**src/rtl/bpcmd_pkg.sv**
```systemverilog
// Constants for the primary command register block of the bridge.
// Assumes a dword-indexed configuration access port and one core clock.
package bpcmd_pkg;

  // Configuration offset (byte) and its dword index
  localparam logic [11:0] BPCMD_CMD_OFF     = 12'h004;
  localparam logic [9:0]  BPCMD_CMD_IDX     = 10'h001;

  // Command bit positions
  localparam int          BPCMD_IO_EN       = 0;
  localparam int          BPCMD_MEM_EN      = 1;
  localparam int          BPCMD_BM_EN       = 2;
  localparam int          BPCMD_SPC_EN      = 3;
  localparam int          BPCMD_MWI_EN      = 4;
  localparam int          BPCMD_VGA_EN      = 5;
  localparam int          BPCMD_PERR_EN     = 6;
  localparam int          BPCMD_WAIT_EN     = 7;
  localparam int          BPCMD_SERR_EN     = 8;
  localparam int          BPCMD_FBB_EN      = 9;
  localparam int          BPCMD_INT_DIS     = 10;

  // Status bit for master data parity error, within the dword
  localparam int          BPCMD_MDPE_BIT    = 24;

  // Values after reset
  localparam logic [15:0] BPCMD_CMD_RESET   = 16'h0000;
  localparam logic        BPCMD_MDPE_RESET  = 1'h0;

  // Writable command bits per mode; all others read zero
  localparam logic [15:0] BPCMD_RW_MASK_FWD = 16'h0147;
  localparam logic [15:0] BPCMD_RW_MASK_REV = 16'h0567;

  // VGA palette I/O addresses, low ten bits only
  localparam logic [9:0]  BPCMD_VGA_A0      = 10'h3c6;
  localparam logic [9:0]  BPCMD_VGA_A1      = 10'h3c8;
  localparam logic [9:0]  BPCMD_VGA_A2      = 10'h3c9;

  // Depth of the pin synchroniser
  localparam int          BPCMD_SYNC_LEN    = 3;

endpackage : bpcmd_pkg

```
**src/rtl/bpcmd_top.sv**
```systemverilog
// Primary command register of the bridge, with the gating it applies to
// primary and secondary traffic, error signalling and legacy interrupts.
// Assumes the configuration port and request strobes share ref_clk_i, and
// that the mode straps arrive from pins outside that clock domain.
`timescale 1ns/10ps

module bpcmd_top
  import bpcmd_pkg::*;
(
  input  wire logic        ref_clk_i,
  input  wire logic        rst_i,
  input  wire logic        cfg_wr_i,
  input  wire logic        cfg_rd_i,
  input  wire logic [9:0]  cfg_addr_i,
  input  wire logic [3:0]  cfg_be_i,
  input  wire logic [31:0] cfg_wdata_i,
  input  wire logic        reverse_mode_i,
  input  wire logic        pcix_mode_i,
  input  wire logic        io_req_i,
  input  wire logic        io_wr_i,
  input  wire logic [9:0]  io_addr_i,
  input  wire logic        mem_req_i,
  input  wire logic        sec_req_i,
  input  wire logic        fwd_req_i,
  input  wire logic        split_req_i,
  input  wire logic        par_evt_i,
  input  wire logic        err_evt_i,
  input  wire logic [3:0]  intx_req_i,
  output logic      [31:0] cfg_rdata_o,
  output logic             cfg_rvalid_o,
  output logic             io_claim_o,
  output logic             mem_claim_o,
  output logic             sec_claim_o,
  output logic             master_go_o,
  output logic             split_go_o,
  output logic             err_msg_o,
  output logic             serr_o,
  output logic      [3:0]  intx_assert_o,
  output logic             mdpe_o
);

  // Pin synchronisers: [0] reverse mode, [1] PCI-X mode
  logic [1:0] pin_in;
  logic [1:0] pin_s1_r;
  logic [1:0] pin_s2_r;
  logic [1:0] pin_s3_r;
  logic [1:0] pin_val_r;

  assign pin_in = {pcix_mode_i, reverse_mode_i};

  // Three stages; a level counts only once stages two and three agree
  genvar g;
  generate
    for (g = 0; g < 2; g++) begin : g_sync
      always_ff @(posedge ref_clk_i or posedge rst_i) begin
        if (rst_i) begin
          pin_s1_r[g]  <= 1'h0;
          pin_s2_r[g]  <= 1'h0;
          pin_s3_r[g]  <= 1'h0;
          pin_val_r[g] <= 1'h0;
        end else begin
          pin_s1_r[g] <= pin_in[g];
          pin_s2_r[g] <= pin_s1_r[g];
          pin_s3_r[g] <= pin_s2_r[g];
          if (pin_s2_r[g] == pin_s3_r[g]) begin
            pin_val_r[g] <= pin_s3_r[g];
          end
        end
      end
    end
  endgenerate

  wire rev_mode  = pin_val_r[0];
  wire pcix_mode = pin_val_r[1];

  // Writable mask per mode; the reverse-only bits vanish in forward mode
  function automatic logic [15:0] rw_mask(input logic rev);
    rw_mask = rev ? BPCMD_RW_MASK_REV : BPCMD_RW_MASK_FWD;
  endfunction : rw_mask

  // VGA palette address match on low ten bits, upper bits are don't-care
  function automatic logic vga_addr(input logic [9:0] a);
    vga_addr = (a == BPCMD_VGA_A0) || (a == BPCMD_VGA_A1) || (a == BPCMD_VGA_A2);
  endfunction : vga_addr

  logic [15:0] cmd_r;
  logic [15:0] cmd_nxt;
  logic        mdpe_r;
  logic        mdpe_nxt;

  // Command view: read-only and reserved bits always zero
  wire [15:0] cmd_view = cmd_r & rw_mask(rev_mode);

  // Register decode
  wire hit     = (cfg_addr_i == BPCMD_CMD_IDX);
  wire wr_hit  = cfg_wr_i && hit;
  wire [15:0] wr_bytes = {{8{cfg_be_i[1]}}, {8{cfg_be_i[0]}}};
  wire [15:0] wr_merge = (cfg_wdata_i[15:0] & wr_bytes) | (cmd_view & ~wr_bytes);

  // Only RW bits take the written value
  assign cmd_nxt = wr_hit ? (wr_merge & rw_mask(rev_mode)) : cmd_view;

  // Parity flag: a fresh event wins over a same-cycle write-one clear
  wire mdpe_set = par_evt_i && cmd_view[BPCMD_PERR_EN];
  wire mdpe_clr = wr_hit && cfg_be_i[3] && cfg_wdata_i[BPCMD_MDPE_BIT];
  assign mdpe_nxt = mdpe_set || (mdpe_r && !mdpe_clr);

  // Register state
  always_ff @(posedge ref_clk_i or posedge rst_i) begin
    if (rst_i) begin
      cmd_r  <= BPCMD_CMD_RESET;
      mdpe_r <= BPCMD_MDPE_RESET;
    end else begin
      cmd_r  <= cmd_nxt;
      mdpe_r <= mdpe_nxt;
    end
  end

  // Read data: command low, parity flag at its status position, rest zero
  wire [31:0] rd_word = hit ? {7'h00, mdpe_r, 8'h00, cmd_view} : 32'h0000_0000;

  // Traffic gating, decoded here and registered so outputs come from flops
  wire vga_hit     = rev_mode && cmd_view[BPCMD_VGA_EN] && io_req_i && io_wr_i
                     && vga_addr(io_addr_i);
  wire io_claim_d  = (io_req_i && cmd_view[BPCMD_IO_EN]) || vga_hit;
  wire mem_claim_d = mem_req_i && cmd_view[BPCMD_MEM_EN];
  wire sec_claim_d = sec_req_i && cmd_view[BPCMD_BM_EN];
  wire master_d    = fwd_req_i && cmd_view[BPCMD_BM_EN];
  // Split completions answer requests already accepted, so a PCI-X
  // reverse primary may not strand them behind a cleared master enable
  wire split_d     = split_req_i && (cmd_view[BPCMD_BM_EN]
                     || (rev_mode && pcix_mode));
  wire err_msg_d   = err_evt_i && !rev_mode && cmd_view[BPCMD_SERR_EN];
  wire serr_d      = err_evt_i && rev_mode && cmd_view[BPCMD_SERR_EN];
  wire int_block   = rev_mode && cmd_view[BPCMD_INT_DIS];
  wire [3:0] intx_d = intx_req_i & {4{!int_block}};

  // Output flops
  always_ff @(posedge ref_clk_i or posedge rst_i) begin
    if (rst_i) begin
      cfg_rdata_o   <= 32'h0000_0000;
      cfg_rvalid_o  <= 1'h0;
      io_claim_o    <= 1'h0;
      mem_claim_o   <= 1'h0;
      sec_claim_o   <= 1'h0;
      master_go_o   <= 1'h0;
      split_go_o    <= 1'h0;
      err_msg_o     <= 1'h0;
      serr_o        <= 1'h0;
      intx_assert_o <= 4'h0;
      mdpe_o        <= 1'h0;
    end else begin
      cfg_rdata_o   <= cfg_rd_i ? rd_word : 32'h0000_0000;
      cfg_rvalid_o  <= cfg_rd_i;
      io_claim_o    <= io_claim_d;
      mem_claim_o   <= mem_claim_d;
      sec_claim_o   <= sec_claim_d;
      master_go_o   <= master_d;
      split_go_o    <= split_d;
      err_msg_o     <= err_msg_d;
      serr_o        <= serr_d;
      intx_assert_o <= intx_d;
      mdpe_o        <= mdpe_nxt;
    end
  end
endmodule : bpcmd_top

```
**config.mk**
```make
export PLATFORM = sky130hd
export DESIGN_NAME = bpcmd_top
export DESIGN_NICKNAME = d
export VERILOG_FILES = /design/src/rtl/bpcmd_pkg.sv /design/src/rtl/bpcmd_top.sv
export SDC_FILE = /design/constraint.sdc
export NUM_CORES = 1
export LEC_CHECK = 0
export ABC_AREA = 0
export BUFFER_PORTS_ARGS = -buffer_cell sky130_fd_sc_hd__buf_4
export CAP_MARGIN = 40
export CORE_ASPECT_RATIO = 1.5
export CORE_MARGIN = 2
export CORE_UTILIZATION = 35
export DETAILED_ROUTE_END_ITERATION = 6
export PLACE_DENSITY_LB_ADDON = 0.05
export SLEW_MARGIN = 20
export SYNTH_ARGS = -nofsm -noshare
export SYNTH_HDL_FRONTEND = slang
export SYNTH_SLANG_ARGS = --single-unit
```
**constraint.sdc**
```tcl
create_clock -name ref_clk_i -period 0.9 [get_ports ref_clk_i]
set_input_delay 0.045 -clock ref_clk_i [delete_from_list [all_inputs] [get_ports ref_clk_i]]
set_output_delay 0.045 -clock ref_clk_i [all_outputs]
set_load 0.02 [all_outputs]
```
==> out/metrics.cfg, run 1 <==
[power]
p_leak_nw=1.28
p_int_mw=2.56
p_clk_share_pct=34.3
ir_drop_uv=1160
p_switching_uw=773
p_per_area_nw_per_um2=1360
power_frac_comb_pct=15.5
seqPwrFrac_pct=50.3
power.switching_fraction_pct=23.2
total_power_mw=3.34

[route]
post_drt_wl_per_cell_um=11.7
drtPass1Iterations=4
drc=0
ant_nets=0
drt_iter0_markers=29
drt_wl_total_mm=3.21
via_per_inst=4.34
vias=1189

[synth]
yosysSeqAreaShare_pct=59.1
synth-seq-cells=36
syn-cell-area_um2=1520
synth-edff-count=0
ys_warn_count=0
synth.area.top_cells=dfrtp_1 (59%), buf_4 (12%), and2_1 (6.6%)
synth_top_area_share_pct=59.1
yosys.area.top_type=dfrtp_1
syn_avg_cell_area_um2=12.9
synth.distinct_cells=25
syn_inst=118
synth_ff_type=dfrtp_1
synthArstFlopShare_pct=100

[global_route]
grt_usage_pct=13.3
grt_pass1_wl_mm=4.99
grt_pass1_vias=1205
grt_max_degree=37
antenna_found_initial=0
gr-total-overflow=0

[finish]
area_growth_pct=60.8
diodes=0
nNetsFinal=301
postLayoutCoreUtil_pct=58.2
drive_above_1_share_pct=43.9

[worst_setup_path]
path_max_fanout=4
crit_family=flip-flops
regToRegSetupSlack_ns=-0.11
crit_chain=and2_4 > o211ai_1 > o41ai_1
slowest_delay_ns=0.40
worst_setup_path_start_kind=register
cp-end-kind=register
cp_data_arrival_time_ns=1.18
worst_path_max_delay_cell=dfrtp_1
crit_buf_inv=0
worstSetupPathType=reg2reg
crit_required_ns=1.07

[min_path]
holdCritPathClass=in2reg

[sta]
drv_slew=0
fmax_ghz=0.991
setup_viol_count_final=9
period_needed_ns=1.01
skew_ns=0.00430
whs_ns=0.0154
post-route-period-util_pct=112
rsz0062_at_grt=yes
fin_ws_ns=-0.109
hold_violations=0

[floorplanning]
fp-row-count=29
core_area_um2=4210
dieArea_um2=4910
fp.dieW_um=57.9
num_io_pins=119
initial_core_util_pct=36.2
die_height_um=84.8

[clock_network]
tritoncts.num_buffers=5
clock-sinks=36
cts_tree=yes
htree_levels=2
clk_pin_slew_ns=0.07
cts_max_path_buffers=2
cts_root_buffer=clkbuf_8
clock_latency_ns=0.28

[run]
drv_cap=0

[run_status]
violations=setup timing
status=finished with violations

[place]
gp_congestion=0.738
port_buffers=69
dp_hpwl_mm=2.47

==> final cells by class <==
type	count	area, um2
Multi-Input combinational cell	76	515
Tap cell	46	57.6
Timing Repair Buffer	104	872
Sequential cell	36	901
Clock buffer	8	90.1
Fill cell	372	1760
Inverter	4	15.0
==> power by group through the flow <==
stage,Sequential (mW),Clock (mW),Combinational [mW]
after floorplan,1.72,0,0.237
after global placement,1.71,0,0.427
after detailed placement,1.71,0,0.435
after CTS,1.68,1.18,0.515
after global routing,1.68,1.26,0.561
final,1.68,1.14,0.517
==> through the flow <==
step / setup TNS [ns] / worst slack, ns / area (um2) / cells
floorplan: -0.849 / -0.192 / 1610 / 141
global placement: -4.08 / -0.385 / 2080 / 241
detailed placement: -4.43 / -0.399 / 2080 / 241
CTS: -0.603 / -0.132 / 2410 / 272
global route: -0.876 / -0.161 / 2450 / 274
finish: -0.431 / -0.109 / 2450 / 274
==> worst paths after layout <==
kind / start / endpoint / depth (start not counted)
worst min-delay path: par_evt_i / mdpe_r$_DFF_PP0_ / 3
worst max register to register: rev_mode$_DFFE_PP0N_ / io_claim_o$_DFF_PP0_ / 3
worst min register to register: pin_s1_r[0]$_DFF_PP0_ / pin_s2_r[0]$_DFF_PP0_ / 0
min in group asynchronous: rst_i / intx_assert_o[0]$_DFF_PP0_ / 4
worst max-delay path: rev_mode$_DFFE_PP0N_ / io_claim_o$_DFF_PP0_ / 3
max in group asynchronous: rst_i / pcix_mode$_DFFE_PP0N_ / 4
==> timing repair <==
action                                  in CTS  in global routing
buffers inserted                             2                  2
resized for setup                            4                  7
endpoints found under the setup margin      11                 13
pin swaps                                    3                  3
hold buffers                                21                  0
endpoints found under the hold margin       54                  0
==> cells by family (layout without fill, tap and decap cells) <==
logic type / Yosys count / count (layout) / synth area share, %
flip-flops: 36 / 36 / 59.1
AND/OR/NAND/NOR: 36 / 36 / 16.7
buffers and inverters: 29 / 116 / 13.5
AO/OA/AOI/OAI: 9 / 9 / 4.35
multiplexers: 5 / 5 / 4.68
adder cells (fa/ha/maj): 2 / 2 / 1.31
other: 1 / 24 / 0.246
==> layout by cell type, fill, tap and decap left out, drive strengths merged, types with 4 or more instances in the layout <==
cell	count
dfrtp	36
nand2	5
dlygate4sd3	21
inv	4
conb	24
clkbuf	8
buf	83
and2	17
mux2	5
and4	4
==> routing by layer <==
layer | vias up | GRT usage [%] | share of wire (%)
li1 | 560 | - | -
met4 | 0 | 6.34 | 2.0
met5 | - | 0 | 0
met2 | 59 | 23.6 | 55
met1 | 564 | 14.7 | 35
met3 | 6 | 3.05 | 7.9
==> Yosys cell counts (2+ instances only) <==
cell type and count:
nor2b_1 3, and4_1 4, o21ai_0 3, inv_1 4, dfrtp_1 36, buf_4 24
mux2_4 4, maj3_1 2, nor4_4 2, a22oi_1 2, nand2_1 5, and2_1 16
==> worst reg2reg max path, stage by stage, from the launching register on <==
cell      delay, ns
dfrtp_1        0.40
and2_4         0.17
o211ai_1       0.08
o41ai_1        0.26
No activity file was read; power rests on OpenSTA's default activity.
==> run 2: changes to the inputs <==
- CELL_PAD_IN_SITES_DETAIL_PLACEMENT: not set -> 0
- CELL_PAD_IN_SITES_GLOBAL_PLACEMENT: not set -> 1
- CORE_MARGIN: 2 -> not set
- CORE_UTILIZATION: 35 -> 25
==> run 2 against run 1 <==
The flow still finishes with violations (setup timing). Utilization decreased by 15 points. Maximum frequency increased by 0.79%. Worst setup slack improved by 0.0079 ns. Clock power decreased by 14%. Register-to-register slack about the same. Critical path type unchanged. Largest cell class unchanged. Highest routed layer unchanged.
==> out/metrics.cfg, run 2 (synthesis results as in run 1) <==
[floorplanning]
num_io_pins=119  ; unchanged
fp-row-count=34  ; +17%
core_area_um2=5830  ; +38%
die_height_um=97.6  ; +15%
dieArea_um2=6420  ; +31%
initial_core_util_pct=26.1  ; -10 points
fp.dieW_um=65.8  ; +14%

[run]
drv_cap=0  ; unchanged

[route]
ant_nets=0  ; unchanged
via_per_inst=3.93  ; -9.4%
drt_wl_total_mm=3.30  ; +2.9%
vias=1168  ; -1.8%
drc=0  ; unchanged
post_drt_wl_per_cell_um=11.1  ; -5.1%
drt_iter0_markers=30  ; +3.4%
drtPass1Iterations=4  ; unchanged

[run_status]
violations=setup timing
status=finished with violations

[global_route]
gr-total-overflow=0  ; unchanged
grt_max_degree=37  ; unchanged
antenna_found_initial=0  ; unchanged
grt_usage_pct=11.2  ; -2.1 points
grt_pass1_wl_mm=5.42  ; +8.7%
grt_pass1_vias=1157  ; -4.0%

[sta]
drv_slew=0  ; unchanged
post-route-period-util_pct=111  ; -0.88 points
fmax_ghz=0.999  ; +0.79%
period_needed_ns=1.00  ; -0.00790 ns
hold_violations=0  ; unchanged
setup_viol_count_final=12  ; +3
skew_ns=0.00455  ; +0.000250 ns
fin_ws_ns=-0.101  ; +0.00790 ns
rsz0062_at_grt=yes
tns_ns=-0.450  ; -0.0194 ns
whs_ns=0.00784  ; -0.00754 ns

[power]
p_per_area_nw_per_um2=1280  ; -6.2%
seqPwrFrac_pct=52.7  ; +2.4 points
p_switching_uw=738  ; -4.5%
ir_drop_uv=458  ; -60%
power.switching_fraction_pct=23.2  ; +0.029 points
p_leak_nw=1.28  ; +0.29%
p_clk_share_pct=30.7  ; -3.6 points
p_int_mw=2.45  ; -4.6%
power_frac_comb_pct=16.6  ; +1.1 points

[worst_setup_path]
crit_family=flip-flops
worst_setup_path_start_kind=register
crit_required_ns=1.06  ; about the same
path_max_fanout=4  ; unchanged
worst_path_max_delay_cell=dfrtp_1
crit_chain=buf_4 > buf_4 > a21oi_1 > nor2b_1
worstSetupPathType=reg2reg
crit_buf_inv=2  ; +2
cp_data_arrival_time_ns=1.17  ; about the same
cp-end-kind=register
slowest_delay_ns=0.42  ; +0.02 ns
crit_top_cell=buf_4

[place]
dp_hpwl_mm=2.55  ; +3.1%
gp_congestion=0.705  ; -4.5%
pre_cts_slack_ns=-0.371  ; +0.0274 ns
port_buffers=69  ; unchanged

[finish]
layout_common_cells=buf_4 (74), dfrtp_1 (36), conb_1 (24)
seq_area_um2=901  ; unchanged
mostFrequentLayoutCell=buf_4
diodes=0  ; unchanged
multi_input_comb_area_um2=541  ; +4.9%
nFillCells=570  ; +53%
area_growth_pct=63.5
nNetsFinal=301  ; unchanged
drive_above_1_share_pct=46.2  ; +2.4 points

[clock_network]
tritoncts.num_buffers=5  ; unchanged
htree_levels=2  ; unchanged
clk_pin_slew_ns=0.06  ; about the same
clock_latency_ns=0.28  ; about the same
cts_max_path_buffers=2  ; unchanged
cts_tree=yes
cts_root_buffer=clkbuf_8
clock-sinks=36  ; unchanged

[min_path]
holdCritPathClass=in2reg

run 2: layout make-up:
class / count / area share (%)
clock buffer: 5 / 2.76
inverter: 4 / 0.602
multi-input combinational: 76 / 21.7
sequential: 36 / 36.1
tap: 72 / 3.61
timing repair buffer: 104 / 35.2
run 2: stage by stage:
stage	utilization [%]	total power, mW	std cells	cell area [um2]
after floorplan	-	1.96	141	1610
after CTS	41.8	3.23	294	2440
after detailed placement	36.5	2.15	268	2120
after global routing	42.8	3.34	297	2490
final	42.8	3.18	297	2490
after global placement	36.5	2.14	268	2120
run 2: worst register-to-register path, stage by stage, from the launching register on:
cell and delay (ns):
dfrtp_1 0.42, buf_4 0.17, buf_4 0.13, a21oi_1 0.11, nor2b_1 0.06
run 2: path summary, 6_finish.rpt:
check                                      start                       end  slack, ns  cells after the start
setup / recovery            rev_mode$_DFFE_PP0N_      split_go_o$_DFF_PP0_      -0.10                      4
hold / removal                    cfg_wdata_i[1]                  register      0.008                      2
setup reg to reg            rev_mode$_DFFE_PP0N_      split_go_o$_DFF_PP0_      -0.10                      4
hold reg to reg            pin_s1_r[0]$_DFF_PP0_     pin_s2_r[0]$_DFF_PP0_       0.35                      0
max in group asynchronous                  rst_i  cfg_rdata_o[1]$_DFF_PP0_       0.34                      4
min in group asynchronous                  rst_i          serr_o$_DFF_PP0_       0.37                      4
run 2: repair_timing:
action | CTS | global route
endpoints found under the hold margin | 53 | 0
endpoints found under the setup margin | 16 | 22
pin swaps | 4 | 4
hold buffers | 20 | 0
resized for setup | 10 | 8
buffers inserted | 1 | 3
run 2: layer usage:
metal	share of wire [%]	vias to the layer above	GRT usage (%)
met1	37	542	12.4
met5	0	-	0
met3	7.3	6	2.70
met4	2.0	0	5.02
li1	-	558	-
met2	54	62	19.6
run 2: power groups by stage:
stage	combinational [mW]	clock [mW]	sequential, mW
global placement	0.434	0	1.71
floorplan	0.237	0	1.72
CTS	0.531	1.02	1.68
global route	0.575	1.09	1.68
finish	0.530	0.977	1.68
detailed placement	0.440	0	1.71
